==> src/scsc_consts.svh <==
// Offsets, field positions, reset values and timing counts of the clock source control
`ifndef SCSC_CONSTS_SVH
`define SCSC_CONSTS_SVH

// Register indices; byte address is four times the index
`define SCSC_CTRL_IDX      8'hB2
`define SCSC_STAT_IDX      8'hB3
`define SCSC_MASK_IDX      8'hB4
`define SCSC_CTRL_ADDR     {`SCSC_CTRL_IDX, 2'b00}
`define SCSC_STAT_ADDR     {`SCSC_STAT_IDX, 2'b00}
`define SCSC_MASK_ADDR     {`SCSC_MASK_IDX, 2'b00}

// Control register field positions and reset value
`define SCSC_MCE_BIT       7
`define SCSC_RDY_BIT       4
`define SCSC_CSEL_BIT      3
`define SCSC_IEN_BIT       2
`define SCSC_FSEL_LSB      0
`define SCSC_CTRL_RESET    8'h04

// Status and mask field positions
`define SCSC_EVT_MCD_BIT   0
`define SCSC_EVT_RDY_BIT   1
`define SCSC_EVT_SW_BIT    2
`define SCSC_EVT_RESET     3'h0

// Timing
`define SCSC_CLK_PERIOD_NS 10
`define SCSC_MCD_TIME_NS   220000
`define SCSC_MCD_CYCLES    (`SCSC_MCD_TIME_NS / `SCSC_CLK_PERIOD_NS)
`define SCSC_POR_TIME_NS   100000000
`define SCSC_POR_CYCLES    (`SCSC_POR_TIME_NS / `SCSC_CLK_PERIOD_NS)
`define SCSC_BREAK_CYCLES  3'h4
`define SCSC_MCD_PULSE     3'h4
`define SCSC_RDY_SETTLE    5'h10

`endif

==> src/scsc_pkg.sv <==
// Types shared by the clock source control
package scsc_pkg;

  typedef struct packed {
    logic       mce;
    logic [1:0] unused;
    logic       rdy;
    logic       csel;
    logic       ien;
    logic [1:0] fsel;
  } scsc_ctrl_t;

  typedef struct packed {
    logic sw_done;
    logic rdy_rise;
    logic mcd;
  } scsc_evt_t;

  typedef enum logic [2:0] {
    SW_INT = 3'b001,
    SW_BRK = 3'b010,
    SW_EXT = 3'b100
  } scsc_sw_t;

endpackage : scsc_pkg

==> src/scsc_top.sv <==
// System clock source control: register, clock switch, ready flag, detectors
//
// Behaviour
// RULE1: Any reset returns the system clock to the internal oscillator.
// RULE2: Internal oscillator clock is usable at once when enabled, no wait.
// RULE3: Both oscillators stay disabled while the reset pin is low.
// RULE4: Bit 3 selects system clock: 0 internal, 1 external, changeable anytime.
// RULE5: External oscillator may keep running while internal clock is selected.
// RULE6: Bit 2 turns the internal oscillator off (0) or on (1).
// RULE7: Two-bit field picks 2, 4, 8 or 16 MHz internal frequency.
// RULE8: Ready flag reads 1 only when internal oscillator runs at chosen frequency.
// RULE9: Bit 7 enables the missing-clock detector, which forces reset.
// RULE10: Missing-clock reset follows about 220 us after the last clock edge.
// RULE11: After power crosses threshold, reset pin is held low about 100 ms.
// RULE12: Bits 6 and 5 read zero and ignore writes.
// RULE13: Source switching produces no runt pulses or glitches.
`timescale 1ns/1ps
`include "scsc_consts.svh"
module scsc_top #(
  parameter int unsigned MCD_CYCLES = `SCSC_MCD_CYCLES,
  parameter int unsigned POR_CYCLES = `SCSC_POR_CYCLES
) (
  input  wire logic        clock_i,            // Free-running reference clock
  input  wire logic        rst_i,              // Async reset, high
  input  wire logic [9:0]  avs_address_i,      // Byte address
  input  wire logic        avs_read_i,         // Read request
  input  wire logic        avs_write_i,        // Write request
  input  wire logic [31:0] avs_writedata_i,    // Write data
  output logic      [31:0] avs_readdata_o,     // Read data
  output logic             avs_waitrequest_o,  // Stall
  input  wire logic        rst_pin_n_i,        // Reset pin level
  input  wire logic        por_ok_i,           // Supply above threshold
  input  wire logic        int_osc_lock_i,     // Internal osc settled
  input  wire logic        sys_clk_beat_i,     // Toggles each system clock
  output logic             rst_pin_o,          // Reset pin drive value
  output logic             rst_pin_oe_o,       // Reset pin drive enable
  output logic             int_osc_en_o,       // Internal osc enable
  output logic      [1:0]  int_freq_sel_o,     // Internal osc frequency code
  output logic             ext_osc_allow_o,    // External osc permitted
  output logic             int_clk_gate_o,     // Internal clock onto mux
  output logic             ext_clk_gate_o,     // External clock onto mux
  output logic             mcd_reset_o,        // Missing-clock reset
  output logic             irq_o               // Interrupt, level
);
  import scsc_pkg::*;

  // Two-flop synchronisers for all pin inputs
  logic [3:0] async_in;
  logic [3:0] sync1_r;
  logic [3:0] sync2_r;
  logic       beat_d_r;
  assign async_in = {rst_pin_n_i, por_ok_i, int_osc_lock_i, sys_clk_beat_i};

  genvar gi;
  generate
    for (gi = 0; gi < 4; gi++) begin : g_sync
      always_ff @(posedge clock_i or posedge rst_i) begin
        if (rst_i) begin
          sync1_r[gi] <= 1'b0;
          sync2_r[gi] <= 1'b0;
        end else begin
          sync1_r[gi] <= async_in[gi];
          sync2_r[gi] <= sync1_r[gi];
        end
      end
    end
  endgenerate

  logic pin_low;
  logic por_s;
  logic lock_s;
  logic beat_edge;
  assign pin_low   = !sync2_r[3];
  assign por_s     = sync2_r[2];
  assign lock_s    = sync2_r[1];
  assign beat_edge = sync2_r[0] ^ beat_d_r;

  // State
  scsc_ctrl_t  ctrl_r,  ctrl_nxt;
  scsc_evt_t   stat_r,  stat_nxt;
  scsc_evt_t   mask_r,  mask_nxt;
  scsc_evt_t   evt;
  scsc_sw_t    sw_r,    sw_nxt;
  logic        tgt_ext_r, tgt_ext_nxt;
  logic [2:0]  brk_r,   brk_nxt;
  logic [4:0]  settle_r, settle_nxt;
  logic        rdy_r,   rdy_nxt;
  logic [2:0]  pulse_r, pulse_nxt;
  logic        wait_r,  wait_nxt;
  logic [31:0] rdata_nxt;
  logic        irq_nxt;
  logic        ien_eff;
  logic        mcd_expired;
  logic        por_done;
  logic        dev_rst;
  logic        wr_go;
  logic        rd_take;

  assign dev_rst = pin_low || mcd_reset_o;
  assign wr_go   = avs_write_i && !wait_r;
  assign rd_take = avs_read_i && wait_r;
  assign ien_eff = ctrl_r.ien && !pin_low;                              // RULE3 RULE6

  // Bus slave: one wait cycle, then the answer
  always_comb begin
    wait_nxt  = !((avs_read_i || avs_write_i) && wait_r);
    rdata_nxt = avs_readdata_o;
    if (rd_take) begin
      unique case (avs_address_i)
        `SCSC_CTRL_ADDR: rdata_nxt = {24'h00_0000, ctrl_r.mce, 2'b00, rdy_r,
                                      ctrl_r.csel, ctrl_r.ien, ctrl_r.fsel}; // RULE12 RULE8
        `SCSC_STAT_ADDR: rdata_nxt = {29'h0000_0000, stat_r};
        `SCSC_MASK_ADDR: rdata_nxt = {29'h0000_0000, mask_r};
        default:         rdata_nxt = 32'h0000_0000;
      endcase
    end
  end

  // Control register; any device reset restores defaults
  always_comb begin
    ctrl_nxt = ctrl_r;
    if (dev_rst) begin
      ctrl_nxt = scsc_ctrl_t'(`SCSC_CTRL_RESET);                        // RULE1
    end else if (wr_go && avs_address_i == `SCSC_CTRL_ADDR) begin
      ctrl_nxt.mce  = avs_writedata_i[`SCSC_MCE_BIT];                   // RULE9
      ctrl_nxt.csel = avs_writedata_i[`SCSC_CSEL_BIT];                  // RULE4
      ctrl_nxt.ien  = avs_writedata_i[`SCSC_IEN_BIT];                   // RULE6
      ctrl_nxt.fsel = avs_writedata_i[`SCSC_FSEL_LSB +: 2];             // RULE7
    end
    ctrl_nxt.unused = 2'b00;                                            // RULE12
    ctrl_nxt.rdy    = 1'b0;
  end

  // Break-before-make clock switch
  always_comb begin
    sw_nxt      = sw_r;
    tgt_ext_nxt = tgt_ext_r;
    brk_nxt     = brk_r;
    evt.sw_done = 1'b0;
    if (dev_rst) begin
      sw_nxt      = SW_INT;                                             // RULE1
      tgt_ext_nxt = 1'b0;
      brk_nxt     = 3'h0;
    end else begin
      unique case (sw_r)
        SW_INT: if (ctrl_r.csel) begin                                  // RULE4
          sw_nxt      = SW_BRK;
          tgt_ext_nxt = 1'b1;
          brk_nxt     = 3'h0;
        end
        SW_EXT: if (!ctrl_r.csel) begin
          sw_nxt      = SW_BRK;
          tgt_ext_nxt = 1'b0;
          brk_nxt     = 3'h0;
        end
        SW_BRK: begin
          if (brk_r == `SCSC_BREAK_CYCLES - 3'h1) begin                 // RULE13
            sw_nxt      = tgt_ext_r ? SW_EXT : SW_INT;
            evt.sw_done = 1'b1;
          end else begin
            brk_nxt = brk_r + 3'h1;
          end
        end
        default: sw_nxt = SW_INT;
      endcase
    end
  end

  // Ready flag: enabled, locked, frequency unchanged for the settle time
  always_comb begin
    settle_nxt = settle_r;
    if (!ien_eff || !lock_s || ctrl_r.fsel != int_freq_sel_o) begin
      settle_nxt = 5'h00;                                               // RULE8
    end else if (settle_r != `SCSC_RDY_SETTLE) begin
      settle_nxt = settle_r + 5'h01;
    end
    rdy_nxt      = (settle_nxt == `SCSC_RDY_SETTLE) && !dev_rst;
    evt.rdy_rise = rdy_nxt && !rdy_r;
  end

  // Missing-clock detector; a held pulse resets the block and the device
  scsc_timer #(.LIMIT(MCD_CYCLES)) u_mcd_timer (
    .clock_i   (clock_i),
    .rst_i     (rst_i),
    .restart_i (beat_edge || !ctrl_r.mce),                              // RULE9
    .run_i     (ctrl_r.mce && !dev_rst),
    .expired_o (mcd_expired)                                            // RULE10
  );

  always_comb begin
    pulse_nxt = pulse_r;
    evt.mcd   = 1'b0;
    if (pulse_r != 3'h0) begin
      pulse_nxt = pulse_r - 3'h1;
    end else if (mcd_expired && ctrl_r.mce) begin
      pulse_nxt = `SCSC_MCD_PULSE;                                      // RULE9
      evt.mcd   = 1'b1;
    end
  end

  // Power-on delay holds the reset pin low
  scsc_timer #(.LIMIT(POR_CYCLES)) u_por_timer (
    .clock_i   (clock_i),
    .rst_i     (rst_i),
    .restart_i (!por_s),
    .run_i     (por_s),
    .expired_o (por_done)                                               // RULE11
  );

  // Sticky status: set wins over write-one-to-clear
  always_comb begin
    stat_nxt = stat_r;
    mask_nxt = mask_r;
    if (wr_go && avs_address_i == `SCSC_STAT_ADDR) begin
      stat_nxt = stat_r & ~scsc_evt_t'(avs_writedata_i[2:0]);
    end
    if (wr_go && avs_address_i == `SCSC_MASK_ADDR) begin
      mask_nxt = scsc_evt_t'(avs_writedata_i[2:0]);
    end
    stat_nxt = stat_nxt | evt;
    irq_nxt  = |(stat_r & mask_r);
  end

  always_ff @(posedge clock_i or posedge rst_i) begin
    if (rst_i) begin
      ctrl_r            <= scsc_ctrl_t'(`SCSC_CTRL_RESET);
      stat_r            <= scsc_evt_t'(`SCSC_EVT_RESET);
      mask_r            <= scsc_evt_t'(`SCSC_EVT_RESET);
      sw_r              <= SW_INT;
      tgt_ext_r         <= 1'b0;
      brk_r             <= 3'h0;
      settle_r          <= 5'h00;
      rdy_r             <= 1'b0;
      pulse_r           <= 3'h0;
      wait_r            <= 1'b1;
      beat_d_r          <= 1'b0;
      avs_readdata_o    <= 32'h0000_0000;
      avs_waitrequest_o <= 1'b1;
      rst_pin_o         <= 1'b0;
      rst_pin_oe_o      <= 1'b1;
      int_osc_en_o      <= 1'b0;
      int_freq_sel_o    <= 2'b00;
      ext_osc_allow_o   <= 1'b0;
      int_clk_gate_o    <= 1'b0;
      ext_clk_gate_o    <= 1'b0;
      mcd_reset_o       <= 1'b0;
      irq_o             <= 1'b0;
    end else begin
      ctrl_r            <= ctrl_nxt;
      stat_r            <= stat_nxt;
      mask_r            <= mask_nxt;
      sw_r              <= sw_nxt;
      tgt_ext_r         <= tgt_ext_nxt;
      brk_r             <= brk_nxt;
      settle_r          <= settle_nxt;
      rdy_r             <= rdy_nxt;
      pulse_r           <= pulse_nxt;
      wait_r            <= wait_nxt;
      beat_d_r          <= sync2_r[0];
      avs_readdata_o    <= rdata_nxt;
      avs_waitrequest_o <= wait_nxt;
      rst_pin_o         <= 1'b0;
      rst_pin_oe_o      <= !por_done;                                   // RULE11
      int_osc_en_o      <= ien_eff;                                     // RULE2
      int_freq_sel_o    <= ctrl_r.fsel;                                 // RULE7
      ext_osc_allow_o   <= !pin_low;                                    // RULE3 RULE5
      int_clk_gate_o    <= (sw_nxt == SW_INT) && !pin_low;              // RULE13
      ext_clk_gate_o    <= (sw_nxt == SW_EXT) && !pin_low;              // RULE13
      mcd_reset_o       <= (pulse_nxt != 3'h0);
      irq_o             <= irq_nxt;
    end
  end
endmodule : scsc_top

==> src/scsc_timer.sv <==
// Restartable timeout counter
`timescale 1ns/1ps
module scsc_timer #(
  parameter int unsigned LIMIT = 16
) (
  input  wire logic clock_i,    // Clock
  input  wire logic rst_i,      // Async reset, high
  input  wire logic restart_i,  // Clear count
  input  wire logic run_i,      // Count enable
  output logic      expired_o   // Count reached limit
);
  logic [31:0] cnt_r;
  logic [31:0] cnt_nxt;
  logic        exp_nxt;

  always_comb begin
    cnt_nxt = cnt_r;
    if (restart_i || !run_i) begin
      cnt_nxt = 32'h0000_0000;
    end else if (cnt_r != LIMIT) begin
      cnt_nxt = cnt_r + 32'h0000_0001;
    end
    exp_nxt = (cnt_nxt == LIMIT);
  end

  always_ff @(posedge clock_i or posedge rst_i) begin
    if (rst_i) begin
      cnt_r     <= 32'h0000_0000;
      expired_o <= 1'b0;
    end else begin
      cnt_r     <= cnt_nxt;
      expired_o <= exp_nxt;
    end
  end
endmodule : scsc_timer

==> config.mk <==
export PLATFORM = sky130hd
export DESIGN_NAME = scsc_top
export DESIGN_NICKNAME = d
export VERILOG_FILES = /design/src/scsc_pkg.sv /design/src/scsc_top.sv /design/src/scsc_timer.sv
export VERILOG_INCLUDE_DIRS = /design/src
export SDC_FILE = /design/constraint.sdc
export NUM_CORES = 1
export LEC_CHECK = 0
export BUFFER_PORTS_ARGS = -buffer_cell sky130_fd_sc_hd__buf_2
export CAP_MARGIN = 20
export CORE_MARGIN = 4
export CORE_UTILIZATION = 45
export DETAILED_ROUTE_END_ITERATION = 16
export PLACE_DENSITY_LB_ADDON = 0.15
export SLEW_MARGIN = 20
export SYNTH_ARGS = -nofsm -noshare
export SYNTH_HDL_FRONTEND = slang
export SYNTH_SLANG_ARGS = --single-unit
==> constraint.sdc <==
create_clock -name clock_i -period 5.2 [get_ports clock_i]
set_input_delay 0 -clock clock_i [delete_from_list [all_inputs] [get_ports clock_i]]
set_output_delay 0 -clock clock_i [all_outputs]
set_load 0.03 [all_outputs]
==> results of run 1 <==
Yosys cell counts (3+ instances only):
library cell	count
nand2_1	56
and2_1	11
buf_4	29
nor2_1	81
xnor2_1	37
nand4_1	18
mux2_2	6
a31oi_1	3
and3_1	9
nor3_1	19
o21ai_0	16
a21oi_1	27
buf_2	5
mux2i_1	8
nand3_1	37
or4_1	10
a41oi_1	3
inv_1	22
or3_1	9
nor4b_1	6
o21ai_1	7
dfrtp_1	114
nor4_1	15
ha_1	10
dfstp_2	4
nand2b_1	6
and4_1	7
xor2_1	23
nor2b_1	7
buf_1	3
clkbuf_1	13
worst paths after layout:
| path | startpoint | to | slack (ns) | depth (start not counted) |
|---|---|---|---|---|
| setup / recovery | u_por_timer.cnt_r[1]$_DFF_PP0_ | u_por_timer.expired_o$_DFF_PP0_ | 1.91 | 8 |
| hold / removal | avs_address_i[2] | stat_r[0]$_DFF_PP0_ | 0.07 | 5 |
| setup reg to reg | u_por_timer.cnt_r[1]$_DFF_PP0_ | u_por_timer.expired_o$_DFF_PP0_ | 1.91 | 8 |
| hold reg to reg | sync1_r[2]$_DFF_PP0_ | por_s$_DFF_PP0_ | 0.35 | 0 |
| max in group asynchronous | rst_i | u_mcd_timer.cnt_r[3]$_DFF_PP0_ | 3.69 | 4 |
| min in group asynchronous | rst_i | sync1_r[3]$_DFF_PP0_ | 0.22 | 3 |
sequential cells by signal, indices dropped and copies added, names as in the netlist, 4 cells and up:
name               cells
sync1_r                4
u_mcd_timer.cnt_r     32
u_por_timer.cnt_r     32
ctrl_r                 5
settle_r               5
avs_readdata_o         6
power by group through the flow:
| stage | Sequential [mW] | Combinational, mW | Clock, mW |
|---|---|---|---|
| final | 0.936 | 0.0982 | 1.33 |
| after global routing | 0.937 | 0.110 | 1.40 |
| after CTS | 0.936 | 0.0998 | 1.36 |
| after detailed placement | 0.952 | 0.0916 | 0 |
| after global placement | 0.952 | 0.0900 | 0 |
| after floorplan | 0.953 | 0.0817 | 0 |
what timing repair did:
action | CTS | global route
setup endpoints to repair | 0 | 0
hold buffers | 13 | 0
endpoints found under the hold margin | 66 | 0
gates resized for setup | 0 | 0
worst max-delay path, cell delays in order (launching register included):
cell,delay (ns)
dfrtp_1,0.42
ha_1,0.27
nand3_1,0.18
or4_4,0.68
nor4_1,0.38
xnor2_1,0.16
nor2_1,0.07
or4_1,0.55
a2111oi_2,0.43
through the flow:
step                setup WS (ns)  util [%]  area, µm²
finish                       1.91      53.2       7360
global route                 1.64      53.2       7360
CTS                          1.90      53.2       7360
detailed placement           1.93      47.4       6550
global placement             1.95      47.4       6550
floorplan                    2.08         -       6430
cells in the final DEF, fill, tap and decap left out, types with 10 or more instances in the layout:
| cell type | count |
|---|---|
| a21oi_1 | 27 |
| and2_1 | 11 |
| buf_2 | 38 |
| clkbuf_16 | 17 |
| conb_1 | 27 |
| dfrtp_1 | 114 |
| dlygate4sd3_1 | 13 |
| ha_1 | 10 |
| inv_1 | 21 |
| nand2_1 | 56 |
| nand3_1 | 37 |
| nand4_1 | 18 |
| nor2_1 | 81 |
| nor3_1 | 19 |
| nor4_1 | 15 |
| o21ai_0 | 16 |
| or4_1 | 10 |
| xnor2_1 | 37 |
| xor2_1 | 23 |
area by class of cell:
cell class	count	share of cell area, %
clock buffer	17	5.78
clock inverter	15	3.43
inverter	23	1.21
multi-input combinational	503	41.8
sequential	118	40.2
tap	180	3.06
timing repair buffer	53	4.56
layer usage:
metal	wire (µm)	track usage [%]	part of all wire (%)
met3	759	4.42	5.6
met2	6350	27.2	47
met4	333	8.90	2.5
met1	6140	23.0	45
met5	0	0	0
kinds of logic after synthesis:
kind of cell | count (synthesis)
buffers and inverters | 74
AO/OA/AOI/OAI | 76
multiplexers | 14
flip-flops | 118
AND/OR/NAND/NOR | 316
XOR/XNOR | 60
other | 1
adder cells (fa/ha/maj) | 10
==> flow_summary.ini, run 1 <==
[sta]
hold-worst-slack_ns = 0.0735
period_share_pct = 63.3
tightest_slew_ns = 0.854
fin_skew_ns = 0.00570
max_freq_mhz = 304
min_period_ns = 3.29
slew_headroom_pct = 43.1
fin_setup_tns_ns = 0
drv_slew = 0
rsz0062_at_grt = false
hold_viol_final = 0
setup_viol = 0

[worst_setup_path]
path_class = flip-flop to flip-flop
end_kind = flip-flop
arrival_ns = 3.57
critPathMaxFanout = 10
startpoint_type = flip-flop
cp.required_ns = 5.48

[synth]
synth_top_area_share_pct = 45.0
synth_edf_count = 0
synth-compound-area-share_pct = 7.49
synth.distinct_cells = 68
synth.largest_area_cell = dfrtp_1
ys_seq_area_share_pct = 46.7
async_flop_share_pct = 100
synth.yosys.warnings = 0
synthTopCellsByArea = dfrtp_1 (45%), xnor2_1 (5.1%), nor2_1 (4.8%)
synthXorXnorAreaFrac_pct = 8.30
yosys_register_bits = 118
syn_area_um2 = 6330
yosys.area_share.simple_pct = 26.8
synth_top_flop_cell = dfrtp_1
muxShareOfSynthArea_pct = 2.33
synth_top_family_by_area = simple AND/OR/NAND/NOR gates
netlist_instances = 669
yosys.area_share.adder_pct = 1.98
syn_avg_cell_area_um2 = 9.47

[job]
cap_violations = 0

[global_route]
grt_antenna_before_repair = 0
grtUsageTotal_pct = 17.6
grt.overflow.total = 0
grt_pass1_wl_um = 22800
grt_max_degree = 68
grt_pass1_vias = 4749

[pwr]
netSwitchingPower_mw = 0.514
internal-power_mw = 1.85
finalPower_mw = 2.37
ir_drop_mv = 0.239
powerDensity_nw_per_um2 = 322
p_comb_share_pct = 4.1
p_seq_share_pct = 39.5
p_leak_nw = 3.05
sw_frac_of_total_pct = 21.7
clkPwrFrac_pct = 56.3

[cts]
clkSinkCount = 118
cts_tree = done
cts_buffer_depth = 2
cts_buffers = 17
clkTransAtPathRegs_ns = 0.06
clk_latency_ns = 0.42
htree_levels = 4
clockRootBuffer = clkbuf_16
cts_setup_buffers = 0

[layout]
stdcell_count = 909
seq_area_um2 = 2960
drive_gt1_share_pct = 13.4
multi_input_area_um2 = 3070
areaGrowthSynthToFinish_pct = 16.2
antenna_cells = 0
fin_nets = 776
fillerInstances = 1222

[die]
pin_count = 93
die_area_um2 = 16000
core_um2 = 13800
num_rows = 43
start_util_pct = 45.8
die_x_um = 127
die_h_um = 127

[place]
gp_congestion = 0.919
hpwl_um = 9470
numPortBuffers = 38
dp.cells = 864

[route]
firstDrtPassIters = 5
wl_per_cell_um = 14.9
drc = 0
vias_per_cell = 5.44
drt-initial-drc-count = 348
vias = 4947
detail-route-antenna-nets = 0
routed_wl_um = 13600

[hold_path]
hold_class = input pin to flip-flop

[status]
status = complete, no violations
(Power assumes the default switching activity.)
==> inputs of run 2 (changes only) <==
==> constraint.sdc (replaced) <==
create_clock -name clock_i -period 3.3 [get_ports clock_i]
set_input_delay 0 -clock clock_i [delete_from_list [all_inputs] [get_ports clock_i]]
set_output_delay 0 -clock clock_i [all_outputs]
set_load 0.03 [all_outputs]
==> flow_summary.ini, run 2 (same netlist as run 1, synthesis figures left out) <==
[place]
placed_cell_area_um2 = 6630
gp_congestion = 0.881
numPortBuffers = 38
hpwl_um = 9920

[layout]
reg_top3 = u_mcd_timer.cnt_r (32), u_por_timer.cnt_r (32), avs_readdata_o (6)
finalInstanceArea_um2 = 7380
fin_nets = 786
antenna_cells = 0
areaGrowthSynthToFinish_pct = 16.5
drive_gt1_share_pct = 14.5
finalCoreUtilization_pct = 53.4
final_common_cell = dfrtp_1
mostFrequentLayoutCells = dfrtp_1 (114), nor2_1 (81), nand2_1 (56), buf_2 (38)

[hold_path]
min-delay-start = avs_address_i[2]
hold_class = input pin to flip-flop
hold_end = stat_r[0]$_DFF_PP0_
whs_path_depth = 5

[route]
drc = 0
vias = 4972
detail-route-antenna-nets = 0
firstDrtPassIters = 5
drt-initial-drc-count = 356
vias_per_cell = 5.41
routed_wl_um = 13800
wl_per_cell_um = 15.0

[sta]
rsz0062_at_grt = false
period_share_pct = 92.9
min_period_ns = 3.07
setup_viol = 0
max_freq_mhz = 326
fin_skew_ns = 0.0105
slew_headroom_pct = 40.7
tightest_slew_ns = 0.889
fin_setup_tns_ns = 0
hold-worst-slack_ns = 0.0764
drv_slew = 0
hold_viol_final = 0

[global_route]
grtUsageTotal_pct = 17.9
grt_pass1_wl_um = 23100
use_met2_pct = 28.5
grt_max_degree = 72
grt_pass1_vias = 4746
grt_use_met1_pct = 23.8
grt.overflow.total = 0
grtUsageMet3_pct = 4.51
grt_busiest_layer = met2
grt_antenna_before_repair = 0

[worst_setup_path]
arrival_ns = 3.38
startpoint_type = flip-flop
ff2ff_path_depth = 8
end_kind = flip-flop
cp.required_ns = 3.61
critPathMaxFanout = 10
r2r_end = u_por_timer.expired_o$_DFF_PP0_
path_class = flip-flop to flip-flop
r2r_slack_ns = 0.23
reg2reg_from = u_por_timer.cnt_r[1]$_DFF_PP0_

[die]
start_util_pct = 45.8
core_um2 = 13800
num_rows = 43
pin_count = 93
die_area_um2 = 16000
die_x_um = 127
die_h_um = 127

[job]
cap_violations = 0

[cts]
clockRootBuffer = clkbuf_16
clkSinkCount = 118
cts_setup_buffers = 0
cts_tree = done
cts_buffers = 17
clkTransAtPathRegs_ns = 0.05
cts_buffer_depth = 2
htree_levels = 4
clk_latency_ns = 0.42

[pwr]
ir_drop_mv = 0.339
powerDensity_nw_per_um2 = 482
p_leak_nw = 3.08

[status]
status = complete, no violations
## run 2: cell types whose count changed in the layout (fill, tap and decap cells not counted), moves of 2 or more
| cell | change |
|---|---|
| clkbuf_1 | +3 |
| clkinv_2 | +4 |
| clkinv_4 | -5 |
| buf_4 | +10 |
| bufinv_16 | -2 |
| clkbuf_8 | +2 |
## run 2: worst max-delay path: stages, from the launching register on
cell and delay, ns:
dfrtp_1 0.42, ha_2 0.26, nand3_1 0.15, or4_4 0.68
nor4_2 0.36, xnor2_1 0.16, nor2_1 0.06, or4_1 0.53
a2111oi_2 0.33
## run 2: layout make-up
type,instances,area [µm²]
Timing Repair Buffer,63,410
Inverter,23,88.8
Clock buffer,22,464
Multi-Input combinational cell,503,3080
Tap cell,180,225
Fill cell,1226,6450
Sequential cell,118,2960
Clock inverter,10,153
## run 2: worst max-delay path by stage
stage,cells past startpoint,from,endpoint,slack (ns)
floorplan,1,rst_i,avs_readdata_o[0]$_DFFE_PP0P_,0.18
global placement,8,u_por_timer.cnt_r[1]$_DFF_PP0_,u_por_timer.expired_o$_DFF_PP0_,0.23
detailed placement,8,u_por_timer.cnt_r[1]$_DFF_PP0_,u_por_timer.expired_o$_DFF_PP0_,0.15
CTS,8,u_por_timer.cnt_r[1]$_DFF_PP0_,u_por_timer.expired_o$_DFF_PP0_,0.14
global route,8,u_por_timer.cnt_r[1]$_DFF_PP0_,u_por_timer.expired_o$_DFF_PP0_,0.02
finish,8,u_por_timer.cnt_r[1]$_DFF_PP0_,u_por_timer.expired_o$_DFF_PP0_,0.23
## run 2: routing by layer
metal	wire, µm	vias up
li1	-	2431
met4	230	0
met5	0	-
met1	6370	2387
met2	6480	134
met3	714	20
## run 2: what timing repair did
action | CTS | global route
hold endpoints to repair | 84 | 0
hold buffers | 13 | 0
endpoints found under the setup margin | 0 | 1
gates resized for setup | 0 | 2
## run 2: where the power goes
part | total (mW) | leakage [nW] | switching [mW] | internal, mW
registers | 1.48 | 1.60 | 0.0128 | 1.46
logic | 0.158 | 1.17 | 0.116 | 0.0419
clock network | 1.92 | 0.304 | 0.628 | 1.29
total | 3.56 | 3.08 | 0.758 | 2.80
## run 2: through the flow
step                setup WS (ns)  power [mW]  cells
finish                      0.233        3.56    919
global route               0.0196        3.68    919
CTS                         0.135        3.59    919
detailed placement          0.152        1.65    874
global placement            0.231        1.65    874
floorplan                   0.178        1.63    695
==> inputs of run 3 (changes only) <==
==> constraint.sdc (replaced) <==
create_clock -name clock_i -period 3.9 [get_ports clock_i]
set_input_delay 0 -clock clock_i [delete_from_list [all_inputs] [get_ports clock_i]]
set_output_delay 0 -clock clock_i [all_outputs]
set_load 0.03 [all_outputs]
==> flow_summary.ini, run 3 (same netlist as run 1, synthesis figures left out) <==
[status]
status = complete, no violations

[layout]
drive_gt1_share_pct = 13.0
antenna_cells = 0
finalCoreUtilization_pct = 52.5
areaGrowthSynthToFinish_pct = 14.6
mostFrequentLayoutCells = dfrtp_1 (114), nor2_1 (81), nand2_1 (56), buf_2 (38)
reg_top3 = u_mcd_timer.cnt_r (32), u_por_timer.cnt_r (32), avs_readdata_o (6)
fin_nets = 779
final_common_cell = dfrtp_1
finalInstanceArea_um2 = 7260

[global_route]
grt.overflow.total = 0
grt_pass1_vias = 4691
grt_antenna_before_repair = 0
grt_pass1_wl_um = 23100
grt_max_degree = 48
grtUsageTotal_pct = 17.9

[sta]
setup_viol = 0
period_share_pct = 82.4
hold_viol_final = 0
fin_setup_tns_ns = 0
tightest_slew_ns = 0.597
rsz0062_at_grt = false
max_freq_mhz = 311
drv_slew = 0
min_period_ns = 3.21
fin_skew_ns = 0.00698
slew_headroom_pct = 59.6

[route]
detail-route-antenna-nets = 0
firstDrtPassIters = 5
wl_per_cell_um = 14.9
drc = 0
vias_per_cell = 5.38
routed_wl_um = 13600
drt-initial-drc-count = 349
vias = 4903

[cts]
cts_buffer_depth = 2
clockRootBuffer = clkbuf_16
clkSinkCount = 118
hold_buffers = 13
cts_setup_buffers = 0
clkTransAtPathRegs_ns = 0.05
cts_buffers = 17
clk_latency_ns = 0.41
cts_tree = done
htree_levels = 4
cts-resized-gates = 0

[pwr]
finalPower_mw = 2.84
netSwitchingPower_mw = 0.613
p_leak_nw = 3.02
powerDensity_nw_per_um2 = 391
clkPwrFrac_pct = 51.3
p_seq_share_pct = 44.0
sw_frac_of_total_pct = 21.6
p_comb_share_pct = 4.7
internal-power_mw = 2.23
ir_drop_mv = 0.327

[die]
die_h_um = 127
die_area_um2 = 16000
pin_count = 93
start_util_pct = 45.8
die_x_um = 127
num_rows = 43
core_um2 = 13800

[worst_setup_path]
cp.required_ns = 4.19
end_kind = flip-flop
critPathMaxFanout = 10
arrival_ns = 3.50
path_class = flip-flop to flip-flop
startpoint_type = flip-flop

[hold_path]
hold_class = input pin to flip-flop

[place]
hpwl_um = 9670
numPortBuffers = 38
gp_congestion = 0.889
placed_cell_area_um2 = 6570

[job]
cap_violations = 0
==> run 3: changes by cell type in the layout (fill, tap and decap cells not counted), sizes merged <==
| cell | before | now |
|---|---|---|
| clkbuf | 22 | 27 |
| clkinv | 6 | 4 |
| clkinvlp | 1 | 0 |
| bufinv | 4 | 1 |
| buf | 50 | 43 |
==> run 3: path summary, 6_finish.rpt <==
kind                       cells past startpoint  slack (ns)                               to                            from
max in group asynchronous                      4        2.78                 wait_r$_DFF_PP1_                           rst_i
max reg2reg                                    8        0.69  u_por_timer.expired_o$_DFF_PP0_  u_por_timer.cnt_r[1]$_DFF_PP0_
max                                            8        0.69  u_por_timer.expired_o$_DFF_PP0_  u_por_timer.cnt_r[1]$_DFF_PP0_
min                                            5        0.09              stat_r[0]$_DFF_PP0_                avs_address_i[2]
min reg2reg                                    0        0.35                  por_s$_DFF_PP0_            sync1_r[2]$_DFF_PP0_
min in group asynchronous                      3        0.21   u_por_timer.cnt_r[1]$_DFF_PP0_                           rst_i
==> run 3: layout make-up <==
class	count	area (µm²)
fillers	1231	6570
multi-input cells	503	3070
flip-flops and latches	118	2960
clock buffers	27	513
repair buffers	56	358
well taps	180	225
inverters	23	88.8
clock inverters	4	45.0
==> run 3: worst max-delay path, cell delays in order, from the launching register on <==
cell       delay, ns
dfrtp_1         0.43
ha_1            0.28
nand3_1         0.18
or4_4           0.68
nor4_1          0.38
xnor2_1         0.16
nor2_1          0.07
or4_1           0.55
a2111oi_2       0.37
==> run 3: metal layers <==
layer | track usage [%] | wire length (µm) | vias up
met1 | 24.2 | 6200 | 2368
met5 | 0 | 0 | -
met3 | 4.13 | 676 | 17
met2 | 28.0 | 6470 | 119
li1 | - | - | 2399
met4 | 7.19 | 218 | 0
==> run 3: metrics by stage <==
step / hold slack [ns] / setup WS, ns / instances
CTS: 0.0613 / 0.685 / 911
detailed placement: 0.109 / 0.702 / 867
global route: 0.113 / 0.464 / 911
global placement: 0.109 / 0.782 / 867
finish: 0.0879 / 0.688 / 911
floorplan: 0.0314 / 0.778 / 695
==> run 3: power by group through the flow <==
stage                     combinational [mW]  clock, mW  sequential [mW]
final                                  0.132       1.46             1.25
after global routing                   0.148       1.55             1.25
after CTS                              0.134       1.49             1.25
after detailed placement               0.122          0             1.27
after global placement                 0.121          0             1.27
after floorplan                        0.109          0             1.27
